`config.mk`:
```
export PLATFORM = sky130hd
export DESIGN_NAME = ebppm_port_mux
export DESIGN_NICKNAME = d
export VERILOG_FILES = /design/src/ebppm_pkg.sv /design/src/ebppm_port_mux.sv
export SDC_FILE = /design/constraint.sdc
export NUM_CORES = 1
export LEC_CHECK = 0
export BUFFER_PORTS_ARGS = -buffer_cell sky130_fd_sc_hd__buf_2
export CAP_MARGIN = 25
export CORE_MARGIN = 1.5
export CORE_UTILIZATION = 25
export CTS_CLUSTER_SIZE = 16
export DETAILED_ROUTE_END_ITERATION = 8
export PLACE_DENSITY = 0.46
export SYNTH_ARGS = -nofsm -noshare
export SYNTH_HDL_FRONTEND = slang
export SYNTH_SLANG_ARGS = --single-unit
```
`constraint.sdc`:
```
create_clock -name hclk -period 2.25 [get_ports hclk]
set_input_delay 0.1125 -clock hclk [delete_from_list [all_inputs] [get_ports hclk]]
set_output_delay 0.1125 -clock hclk [all_outputs]
set_load 0.02 [all_outputs]
```
`src/ebppm_pkg.sv`:
```
// package for the eight-bit port with peripheral pin multiplexing:
// register byte offsets, field positions, reset values and bus states.
// assumes a 32-bit ahb-lite slave with each register in one aligned word.
package ebppm_pkg;
   // register byte offsets, low byte of haddr
   localparam logic [7:0] OFS_PIN_LEVELS_C = 8'h00;
   localparam logic [7:0] OFS_OUTPUT_LATCH_C = 8'h04;
   localparam logic [7:0] OFS_DIRECTION_C = 8'h08;
   localparam logic [7:0] OFS_LATCH_G = 8'h0C;
   localparam logic [7:0] OFS_DIRECTION_G = 8'h10;
   localparam logic [7:0] OFS_CONFIG = 8'h14;
   localparam logic [7:0] OFS_DRIVE_STATUS = 8'h18;

   // reset values: every port pin an input, latches clear
   localparam logic [7:0] RST_DIRECTION_C = 8'hFF;
   localparam logic [7:0] RST_OUTPUT_LATCH_C = 8'h00;
   localparam logic [7:0] RST_LATCH_G = 8'h00;
   localparam logic [7:0] RST_DIRECTION_G = 8'h1F;
   localparam logic [7:0] RST_CONFIG = 8'h01;
   localparam logic [7:0] RST_ZERO = 8'h00;

   // latch-g bit 5 is unimplemented and reads zero
   localparam logic [7:0] LATCH_G_MASK = 8'hDF;
   localparam logic [7:0] CONFIG_MASK = 8'h01;

   // open-drain selects inside direction-g and latch-g
   localparam int SPI_OD_BIT = 7;
   localparam int CC2_OD_BIT = 6;
   localparam int CC1_OD_BIT = 5;
   localparam int SER2_OD_BIT = 7;
   localparam int SER1_OD_BIT = 6;
   // second capture/compare pin select inside the config register
   localparam int C2SEL_BIT = 0;

   // pin positions of each shared function
   localparam int PIN_OSC_OUT = 0;
   localparam int PIN_OSC_IN = 1;
   localparam int PIN_CC2 = 1;
   localparam int PIN_CC1 = 2;
   localparam int PIN_SCK = 3;
   localparam int PIN_SDI = 4;
   localparam int PIN_SDO = 5;
   localparam int PIN_TX = 6;
   localparam int PIN_RX = 7;

   localparam int PORT_W = 8;
   localparam logic [23:0] RD_PAD = 24'h000000;

   // ahb slave phases, one-hot
   typedef enum logic [3:0] {
      ST_IDLE = 4'b0001,
      ST_WR = 4'b0010,
      ST_RD_WAIT = 4'b0100,
      ST_RD_OUT = 4'b1000
   } ebppm_bus_st_t;
endpackage

```
`src/ebppm_port_mux.sv`:
```
// eight-bit bidirectional port with pin sharing for two capture/compare
// channels, the synchronous serial module and the serial transceiver.
// assumes pad inputs synchronous to hclk, peripheral controls from the
// same clock domain, and one ahb-lite master with this the only slave.
module ebppm_port_mux (
   // clock and reset
   input wire logic hclk,
   input wire logic hresetn,
   // ahb-lite slave
   input wire logic hsel,
   input wire logic [31:0] haddr,
   input wire logic [1:0] htrans,
   input wire logic hwrite,
   input wire logic [2:0] hsize,
   input wire logic [31:0] hwdata,
   input wire logic hready,
   output logic [31:0] hrdata,
   output logic hreadyout,
   output logic hresp,
   // pads
   input wire logic [ebppm_pkg::PORT_W-1:0] pin_in,
   output logic [ebppm_pkg::PORT_W-1:0] pin_out,
   output logic [ebppm_pkg::PORT_W-1:0] pin_oe,
   output logic [ebppm_pkg::PORT_W-1:0] pin_analog_en,
   output logic [ebppm_pkg::PORT_W-1:0] pin_i2c_buffer_sel,
   // timer oscillator
   input wire logic timer_osc_enable,
   output logic timer_count_clock_in,
   // capture_compare_one
   input wire logic cc1_compare_active,
   input wire logic cc1_out,
   output logic cc1_capture_in,
   // capture_compare_two
   input wire logic cc2_compare_active,
   input wire logic cc2_out,
   output logic cc2_capture_in,
   output logic capture2_pin_select,
   // sync_serial_module
   input wire logic spi_enable,
   input wire logic spi_master,
   input wire logic spi_sck_out,
   input wire logic spi_sdo_out,
   input wire logic i2c_enable,
   input wire logic i2c_scl_out,
   input wire logic i2c_sda_out,
   input wire logic i2c_levels_sel,
   output logic spi_sck_in,
   output logic spi_sdi_in,
   output logic i2c_scl_in,
   output logic i2c_sda_in,
   // serial_transceiver
   input wire logic serial_enable,
   input wire logic serial_tx_drive,
   input wire logic serial_transmit_out,
   input wire logic serial_dt_drive,
   input wire logic serial_sync_data,
   output logic serial_receive_in,
   output logic serial_sync_clock,
   output logic serial_sync_data_in
);
   import ebppm_pkg::*;

   // software-visible state
   logic [7:0] direction_c_reg; // 1 = input, 0 = output
   logic [7:0] output_latch_c_reg; // port data when pin is an output
   logic [7:0] latch_g_reg; // carries serial open-drain selects
   logic [7:0] direction_g_reg; // carries spi and ccp open-drain selects
   logic [7:0] config_reg; // capture2 pin placement
   // sampled pad levels
   logic [7:0] pin_level_reg;
   // digital view of the pads, oscillator pins masked
   logic [7:0] pin_digital;
   // per-pin peripheral claim, drive, value and open-drain
   logic [7:0] claim;
   logic [7:0] fdrive;
   logic [7:0] fval;
   logic [7:0] fod;
   // resolved pad drive before the output flops
   logic [7:0] pin_out_next;
   logic [7:0] pin_oe_next;
   logic [7:0] pin_out_reg;
   logic [7:0] pin_oe_reg;
   // bus bookkeeping
   ebppm_bus_st_t bus_st_reg;
   ebppm_bus_st_t bus_st_next;
   logic [7:0] addr_reg; // latched address of the pending transfer
   logic [7:0] rd_mux; // read value for the latched address
   logic [31:0] hrdata_reg;
   logic take; // address phase accepted this cycle
   logic wr_en; // write data phase completes this cycle
   logic osc_on;
   logic c2sel;

   // shorthands for the oscillator mode and the channel-two pin select
   assign osc_on = timer_osc_enable;
   assign c2sel = config_reg[C2SEL_BIT];

   // bus handshake
   assign take = hsel && htrans[1] && hready;
   assign wr_en = (bus_st_reg == ST_WR);

   // pins 0 and 1 of the pin_levels_c read path read zero under the oscillator
   always_comb begin
      pin_digital = pin_level_reg;
      if (osc_on) begin
         pin_digital[PIN_OSC_OUT] = 1'b0;
         pin_digital[PIN_OSC_IN] = 1'b0;
      end
   end

   // sample the pads once; reads and peripheral inputs use this copy
   always_ff @(posedge hclk or negedge hresetn) begin
      if (!hresetn) begin
         pin_level_reg <= RST_ZERO;
      end else begin
         pin_level_reg <= pin_in;
      end
   end

   // peripheral claims, highest priority first on each pin
   always_comb begin
      claim = 8'h00;
      fdrive = 8'h00;
      fval = 8'h00;
      fod = 8'h00;
      // pin 0: oscillator owns it, digital output off
      if (osc_on) begin
         claim[PIN_OSC_OUT] = 1'b1;
      end
      // pin 1: oscillator wins over channel two
      if (osc_on) begin
         claim[PIN_OSC_IN] = 1'b1;
      end else if (c2sel && cc2_compare_active) begin
         claim[PIN_CC2] = 1'b1;
         fdrive[PIN_CC2] = 1'b1;
         fval[PIN_CC2] = cc2_out;
         fod[PIN_CC2] = direction_g_reg[CC2_OD_BIT];
      end
      // pin 2: channel one compare or pwm
      if (cc1_compare_active) begin
         claim[PIN_CC1] = 1'b1;
         fdrive[PIN_CC1] = 1'b1;
         fval[PIN_CC1] = cc1_out;
         fod[PIN_CC1] = direction_g_reg[CC1_OD_BIT];
      end
      // pins 3 and 4: i2c is always open-drain
      if (i2c_enable) begin
         claim[PIN_SCK] = 1'b1;
         fdrive[PIN_SCK] = 1'b1;
         fval[PIN_SCK] = i2c_scl_out;
         fod[PIN_SCK] = 1'b1;
         claim[PIN_SDI] = 1'b1;
         fdrive[PIN_SDI] = 1'b1;
         fval[PIN_SDI] = i2c_sda_out;
         fod[PIN_SDI] = 1'b1;
      end else if (spi_enable) begin
         // master drives the clock, slave forces the pin to input
         claim[PIN_SCK] = 1'b1;
         fdrive[PIN_SCK] = spi_master;
         fval[PIN_SCK] = spi_sck_out;
         fod[PIN_SCK] = direction_g_reg[SPI_OD_BIT];
         claim[PIN_SDI] = 1'b1;
      end
      // pin 5: spi data out
      if (spi_enable && !i2c_enable) begin
         claim[PIN_SDO] = 1'b1;
         fdrive[PIN_SDO] = 1'b1;
         fval[PIN_SDO] = spi_sdo_out;
         fod[PIN_SDO] = direction_g_reg[SPI_OD_BIT];
      end
      // pins 6 and 7: transceiver decides its own direction
      if (serial_enable) begin
         claim[PIN_TX] = 1'b1;
         fdrive[PIN_TX] = serial_tx_drive;
         fval[PIN_TX] = serial_transmit_out;
         fod[PIN_TX] = latch_g_reg[SER1_OD_BIT];
         claim[PIN_RX] = 1'b1;
         fdrive[PIN_RX] = serial_dt_drive;
         fval[PIN_RX] = serial_sync_data;
         fod[PIN_RX] = latch_g_reg[SER1_OD_BIT];
      end
   end

   // resolve each pad: claimed pins follow the function, others the port
   always_comb begin
      pin_out_next = 8'h00;
      pin_oe_next = 8'h00;
      for (int i = 0; i < PORT_W; i++) begin
         if (claim[i]) begin
            // open-drain only pulls low, the pad floats for a one
            if (fod[i]) begin
               pin_out_next[i] = 1'b0;
               pin_oe_next[i] = fdrive[i] && !fval[i];
            end else begin
               pin_out_next[i] = fval[i];
               pin_oe_next[i] = fdrive[i];
            end
         end else begin
            pin_out_next[i] = output_latch_c_reg[i];
            pin_oe_next[i] = !direction_c_reg[i];
         end
      end
   end

   // pad drive is registered so the pads never see a glitch
   always_ff @(posedge hclk or negedge hresetn) begin
      if (!hresetn) begin
         pin_out_reg <= RST_ZERO;
         pin_oe_reg <= RST_ZERO;
      end else begin
         pin_out_reg <= pin_out_next;
         pin_oe_reg <= pin_oe_next;
      end
   end

   assign pin_out = pin_out_reg;
   assign pin_oe = pin_oe_reg;

   // analog hand-over and i2c buffer choice go to the pad cells
   always_comb begin
      pin_analog_en = 8'h00;
      pin_i2c_buffer_sel = 8'h00;
      pin_analog_en[PIN_OSC_OUT] = osc_on;
      pin_analog_en[PIN_OSC_IN] = osc_on;
      pin_i2c_buffer_sel[PIN_SCK] = i2c_enable && i2c_levels_sel;
      pin_i2c_buffer_sel[PIN_SDI] = i2c_enable && i2c_levels_sel;
   end

   // peripheral inputs, all from the sampled pad copy
   assign timer_count_clock_in = pin_digital[PIN_OSC_OUT];
   assign cc1_capture_in = pin_digital[PIN_CC1];
   // channel two sees nothing here when placed on its alternate pin
   assign cc2_capture_in = c2sel && pin_digital[PIN_CC2];
   assign capture2_pin_select = c2sel;
   assign spi_sck_in = pin_digital[PIN_SCK];
   assign spi_sdi_in = pin_digital[PIN_SDI];
   assign i2c_scl_in = pin_digital[PIN_SCK];
   assign i2c_sda_in = pin_digital[PIN_SDI];
   assign serial_receive_in = pin_digital[PIN_RX];
   assign serial_sync_clock = pin_digital[PIN_TX];
   assign serial_sync_data_in = pin_digital[PIN_RX];

   // bus phase sequencing; reads take one wait state so that the
   // returned word is a flop and a write just before it is visible
   always_comb begin
      bus_st_next = ST_IDLE;
      case (bus_st_reg)
         ST_IDLE, ST_WR, ST_RD_OUT: begin
            if (take && hwrite) begin
               bus_st_next = ST_WR;
            end else if (take) begin
               bus_st_next = ST_RD_WAIT;
            end else begin
               bus_st_next = ST_IDLE;
            end
         end
         ST_RD_WAIT: begin
            bus_st_next = ST_RD_OUT;
         end
         default: begin
            bus_st_next = ST_IDLE;
         end
      endcase
   end

   // phase register and latched address
   always_ff @(posedge hclk or negedge hresetn) begin
      if (!hresetn) begin
         bus_st_reg <= ST_IDLE;
         addr_reg <= RST_ZERO;
      end else begin
         bus_st_reg <= bus_st_next;
         if (take) begin
            addr_reg <= haddr[7:0];
         end
      end
   end

   // read multiplexer; unmapped addresses read zero
   always_comb begin
      case (addr_reg)
         OFS_PIN_LEVELS_C: rd_mux = pin_digital;
         OFS_OUTPUT_LATCH_C: rd_mux = output_latch_c_reg;
         OFS_DIRECTION_C: rd_mux = direction_c_reg;
         OFS_LATCH_G: rd_mux = latch_g_reg & LATCH_G_MASK;
         OFS_DIRECTION_G: rd_mux = direction_g_reg;
         OFS_CONFIG: rd_mux = config_reg & CONFIG_MASK;
         OFS_DRIVE_STATUS: rd_mux = pin_oe_reg;
         default: rd_mux = RST_ZERO;
      endcase
   end

   // read data captured during the wait state
   always_ff @(posedge hclk or negedge hresetn) begin
      if (!hresetn) begin
         hrdata_reg <= 32'h00000000;
      end else if (bus_st_reg == ST_RD_WAIT) begin
         hrdata_reg <= {RD_PAD, rd_mux};
      end
   end

   assign hrdata = hrdata_reg;
   assign hreadyout = (bus_st_reg != ST_RD_WAIT);
   assign hresp = 1'b0;

   // port-c direction; overrides never touch the stored bits
   always_ff @(posedge hclk or negedge hresetn) begin
      if (!hresetn) begin
         direction_c_reg <= RST_DIRECTION_C;
      end else if (wr_en && addr_reg == OFS_DIRECTION_C) begin
         direction_c_reg <= hwdata[7:0];
      end
   end

   // output latch, written at its own address or the level address
   always_ff @(posedge hclk or negedge hresetn) begin
      if (!hresetn) begin
         output_latch_c_reg <= RST_OUTPUT_LATCH_C;
      end else if (wr_en && (addr_reg == OFS_OUTPUT_LATCH_C ||
                             addr_reg == OFS_PIN_LEVELS_C)) begin
         output_latch_c_reg <= hwdata[7:0];
      end
   end

   // port-g latch with serial open-drain selects
   always_ff @(posedge hclk or negedge hresetn) begin
      if (!hresetn) begin
         latch_g_reg <= RST_LATCH_G;
      end else if (wr_en && addr_reg == OFS_LATCH_G) begin
         latch_g_reg <= hwdata[7:0] & LATCH_G_MASK;
      end
   end

   // port-g direction with spi and ccp open-drain selects
   always_ff @(posedge hclk or negedge hresetn) begin
      if (!hresetn) begin
         direction_g_reg <= RST_DIRECTION_G;
      end else if (wr_en && addr_reg == OFS_DIRECTION_G) begin
         direction_g_reg <= hwdata[7:0];
      end
   end

   // configuration; channel two defaults onto pin 1
   always_ff @(posedge hclk or negedge hresetn) begin
      if (!hresetn) begin
         config_reg <= RST_CONFIG;
      end else if (wr_en && addr_reg == OFS_CONFIG) begin
         config_reg <= hwdata[7:0] & CONFIG_MASK;
      end
   end

   // hsize is accepted but unused: only whole-word transfers occur
   logic unused_size;
   assign unused_size = ^hsize;
endmodule

```
# [Yosys cells after proc, flatten, opt, wreduce, memory -nomap -nowiden]
# Index checks and enable logic that the tools add are counted.
[totals] regBits=76 latchBits=0 ramBits=0 mem_bits_ro=0 in_bits=100 memories=0
[classes] addsub=0 n_mul=0 n_div=0 n_lt_le_gt_ge=0 eq_ne=11 shifts=0 mux=63 bitwise_logic=0 n_reduce_logical=38
[op_table] op="8-bit case mux with 7 select lines" count=1
[op_table] op="1-bit 2-to-1 mux" count=52
[op_table] op="8-bit by 5-bit == test with 1-bit output, second input constant" count=3
[op_table] op="1-bit logical AND" count=19
[op_table] op="8-bit by 4-bit == test with 1-bit output, second input constant" count=2
[op_table] op="1-bit zero test" count=16
[op_table] op="2-bit 2-to-1 mux" count=7
[op_table] op="8-bit by 3-bit == test with 1-bit output, second input constant" count=1
[op_table] op="8-bit zero test" count=1
[op_table] op="4-bit case mux with 2 select lines" count=1
[op_table] op="3-bit 2-to-1 mux" count=2
[op_table] op="4-bit by 1-bit == test with 1-bit output, second input constant" count=1
[op_table] op="4-bit by 2-bit == test with 1-bit output, second input constant" count=1
[op_table] op="4-bit by 3-bit == test with 1-bit output, second input constant" count=1
[op_table] op="4-bit == test, second input constant" count=1
[op_table] op="4-bit by 3-bit inequality test with 1-bit output, second input constant" count=1
[op_table] op="3-bit OR reduction" count=1
[op_table] op="1-bit logical OR" count=1

# [Logic depth before layout (Yosys ltp)]
[depth] word_depth=7 ltp_mapped=6 depth_no_buf=4

# [Worst setup path before layout]
# No wires, ideal clock.
[synth_path] path_type="reg2reg" start="register bus_st_reg[3]" end="register hrdata_reg[2] (netlist: hrdata[2])" arrival_ns=1.578 path_slack_ns=0.551 path_stages_with_launch=5 path_buffers=2 cell_sequence="dfrtp_1 > clkbuf_2 > or4b_1 > clkbuf_1 > a22o_1"
[synth_between] elab_chain_len=1
[synth_lines] element="start: declaration" line_no="ebppm_port_mux.sv:84" rtl="ebppm_bus_st_t bus_st_reg;"
[synth_lines] element="start signal: assignment" line_no="ebppm_port_mux.sv:272" rtl="bus_st_reg <= bus_st_next;"
[synth_lines] element="4-bit by 3-bit == test with 1-bit output" line_no="ebppm_port_mux.sv:297" rtl="end else if (bus_st_reg == ST_RD_WAIT) begin"
[synth_lines] element="end signal: assignment" line_no="ebppm_port_mux.sv:298" rtl="hrdata_reg <= {RD_PAD, rd_mux};"
[synth_lines] element="end: declaration" line_no="ebppm_port_mux.sv:88" rtl="logic [31:0] hrdata_reg;"
# No other way between the ends.
# A chain may end at the register's enable or synchronous reset.

# [Worst setup path in the final report]
[layout_path] start="register addr_reg[5]" end="register output_latch_c_reg[2]"
[layout_between] elab_chain_len=3 word_cells_on_any_way=4 classes_between="eq/ne (1); reduce/logical (3)"
[layout_lines] element="start: declaration" line_no="ebppm_port_mux.sv:86" rtl="logic [7:0] addr_reg;"
[layout_lines] element="start signal: assignment" line_no="ebppm_port_mux.sv:274" rtl="addr_reg <= haddr[7:0];"
[layout_lines] element="8-bit by 3-bit == test with 1-bit output or 8-bit zero test (tied branches)" line_no="ebppm_port_mux.sv:319, ebppm_port_mux.sv:320"
[layout_lines] element="1-bit logical OR *" line_no="ebppm_port_mux.sv:319" rtl="end else if (wr_en && (addr_reg == OFS_OUTPUT_LATCH_C ||"
[layout_lines] element="1-bit logical AND *" line_no="ebppm_port_mux.sv:319"
[layout_lines] element="end signal: assignment" line_no="ebppm_port_mux.sv:321" rtl="output_latch_c_reg <= hwdata[7:0];"
[layout_lines] element="end: declaration" line_no="ebppm_port_mux.sv:65" rtl="logic [7:0] output_latch_c_reg;"
# Every way passes the cells marked *; elsewhere a longest branch is shown, timed or not.

==> results.yml <==
sta:
  setup_viol: 0
  holdWs_ns: 0.00779
  finalCriticalPeriod_ns: 2.07
  rsz0062_at_grt: "no"
  slew_violations: 0
  fin_setup_tns_ns: 0
  slew_headroom_pct: 60.5
  finalClockSkew_ns: 0.00640
  fin_crit_sh_pct: 91.9
  fmaxAchievable_mhz: 483
  hold_viol: 0
  tightest_slew_ns: 0.593
finish:
  syn_to_final_growth_pct: 30.6
  final_cells: 613
  nFillCells: 1479
  seq_area_um2: 1920
  num_antenna_cells: 0
  drive_above_1_share_pct: 42.9
  nNetsFinal: 524
  multiInputGateArea_um2: 1510
  design_area_um2: 4830
setup_path:
  rr_worst_depth: 4
  cp-end-kind: "flop"
  r2r-end: "output_latch_c_reg[2]$_DFFE_PN0P_"
  r2r-start: "addr_reg[5]$_DFFE_PN0N_"
  required_ns: 2.47
  critPathMaxFanout: 8
  crit_type: "reg -> reg"
  cp-start-kind: "flop"
  reg2reg_slack_ns: 0.18
  crit_arrival_ns: 2.29
floorplanning:
  rows: 44
  die-area_um2: 15500
  fp.dieH_um: 125
  die_w_um: 125
  io_pins: 177
  start_util_pct: 25.6
  core_area_um2: 14500
drt:
  first_pass_iters: 4
  drc: 0
  via_per_inst: 4.38
  vias: 2688
  first_iter_violations: 67
  wire_per_inst_um: 15.5
  wl_um: 9480
  final_antenna_net_count: 0
grt:
  grt_pass1_wl_um: 15100
  grt_max_degree: 77
  track_usage_pct: 12.7
  antenna_found_initial: 0
  overflow: 0
  grt_pass1_vias: 2710
outcome:
  outcome: "finished, final reports clean"
synth:
  ys_warn_count: 0
  yosysUniqueCellTypes: 53
  async_flop_share_pct: 100
  synthCells: 310
  synthesis.area_um2: 3700
  yosysSeqAreaShare_pct: 51.9
  ys_dominant_reg_cell: "dfrtp_1"
  ys_ff_latch: 76
  synth_edf_count: 0
  syn_area_per_cell_um2: 11.9
place:
  placedInstanceArea_um2: 4200
  post-dp-hpwl_um: 6710
  dp.cells: 572
  numPortBuffers: 87
  gp_congestion: 0.740
cts:
  clock-sinks: 76
  cts_tree: "done"
  clk_latency_ns: 0.34
  htree_levels: 3
  clk_path_buf_depth: 2
  root_buffer: "clkbuf_16"
  cts.clk_slew.worst_paths_ns: 0.06
  cts.repair.resized: 0
  numCtsBuffers: 9
pwr:
  p_leak_nw: 2.23
  irDropWorstVdd_v: 0.000341
  finalPower_w: 0.00402
  powerDensity_nw_per_um2: 833
hold_path:
  min-delay-start: "haddr[2]"
  min_to: "addr_reg[2]$_DFFE_PN0N_"
  min_path_cells: 2
  hp-class: "in -> reg"
run:
  max_cap_viol_count: 0
power by group:
part           switching, W  internal, W
Clock              0.000556      0.00123
Sequential         0.000105      0.00147
Combinational      0.000373     0.000289
per-stage QoR:
| stage | util (%) | worst slack [ns] |
|---|---|---|
| 2_1_floorplan | - | 0.551 |
| 3_3_place_gp | 29.0 | 0.230 |
| 3_5_place_dp | 29.0 | 0.231 |
| 4_1_cts | 33.1 | 0.191 |
| 5_1_grt | 33.4 | 0.137 |
| 6_report | 33.4 | 0.181 |
cell families (layout without fill, tap and decap cells):
family,after synthesis,count (layout),share of synthesized area (%)
other,1,37,0.101
muxes,52,52,16.3
and+or+nand+nor,72,72,12.2
AOI/OAI and AO/OA,46,46,8.39
xor gates and xnor gates,1,1,0.237
buffers and inverters,62,145,10.8
DFF,76,76,51.9
cell usage in the layout, fill, tap and decap left out, types with 4 or more instances in the layout:
master         count
dfstp_2           15
bufinv_16          4
buf_2             86
a221oi_1           5
mux2i_1            4
clkbuf_16          9
nor2_1            13
inv_1              9
o21ai_0           13
dfrtp_1           61
dlygate4sd3_1     24
nor3b_1            5
nand2_1           15
conb_1            37
mux2_2            46
nor2b_1            9
buf_4              9
a21oi_1            9
nand3_1            6
synthesized netlist by cell type, types with 2 or more instances:
| library cell | count | share of area [%] |
|---|---|---|
| clkbuf_1 | 3 | 0.30 |
| nor4_2 | 2 | 0.68 |
| mux4_2 | 2 | 1.2 |
| buf_2 | 4 | 0.54 |
| a221oi_1 | 5 | 1.2 |
| mux2i_1 | 4 | 1.1 |
| a22oi_1 | 2 | 0.41 |
| mux2_2 | 46 | 14 |
| a21oi_1 | 9 | 1.2 |
| nand2_1 | 15 | 1.5 |
| nand3_1 | 6 | 0.81 |
| o21ai_0 | 13 | 1.8 |
| buf_1 | 2 | 0.20 |
| nand2b_1 | 2 | 0.34 |
| a22o_1 | 3 | 0.71 |
| a211oi_1 | 2 | 0.41 |
| nor2_1 | 13 | 1.3 |
| dfrtp_1 | 61 | 41 |
| nor3b_1 | 5 | 1.0 |
| nor2b_1 | 9 | 1.5 |
| or3b_2 | 2 | 0.47 |
| dfstp_2 | 15 | 11 |
| buf_4 | 43 | 8.7 |
| nand3b_1 | 3 | 0.61 |
| a31oi_1 | 3 | 0.51 |
| inv_1 | 9 | 0.91 |
critical path, stage by stage (launching register included):
cell	delay, ns
dfrtp_1	0.38
or3_1	0.52
nor2_1	0.23
nand4_2	0.40
mux2_2	0.42
repair_timing:
action                                 in CTS  in global routing
hold buffers                               23                  1
setup buffers                               0                  0
endpoints found under the hold margin      83                  1
worst max-delay path by stage:
stage	start	to	slack, ns	cells past startpoint
floorplan	bus_st_reg[3]$_DFF_PN0_	hrdata[2]$_DFFE_PN0P_	0.55	4
global placement	addr_reg[5]$_DFFE_PN0N_	output_latch_c_reg[2]$_DFFE_PN0P_	0.23	4
detailed placement	addr_reg[5]$_DFFE_PN0N_	output_latch_c_reg[1]$_DFFE_PN0P_	0.23	4
CTS	addr_reg[5]$_DFFE_PN0N_	output_latch_c_reg[2]$_DFFE_PN0P_	0.19	4
global route	addr_reg[5]$_DFFE_PN0N_	output_latch_c_reg[3]$_DFFE_PN0P_	0.14	4
finish	addr_reg[5]$_DFFE_PN0N_	output_latch_c_reg[2]$_DFFE_PN0P_	0.18	4
final cells by class:
cell class | count | area share, %
clock buffer | 12 | 5.10
clock inverter | 4 | 2.49
inverter | 9 | 0.699
multi-input combinational | 208 | 31.3
sequential | 76 | 39.8
tap | 184 | 4.77
timing repair buffer | 120 | 15.9
routing by layer:
metal | global-route usage (%) | up-vias | wire [um]
li1 | - | 1250 | -
met1 | 16.4 | 1338 | 4360
met2 | 20.0 | 89 | 4460
met3 | 3.78 | 11 | 501
met4 | 4.87 | 0 | 153
met5 | 0 | - | 0
Note: power is estimated with default switching activity, not from simulation.
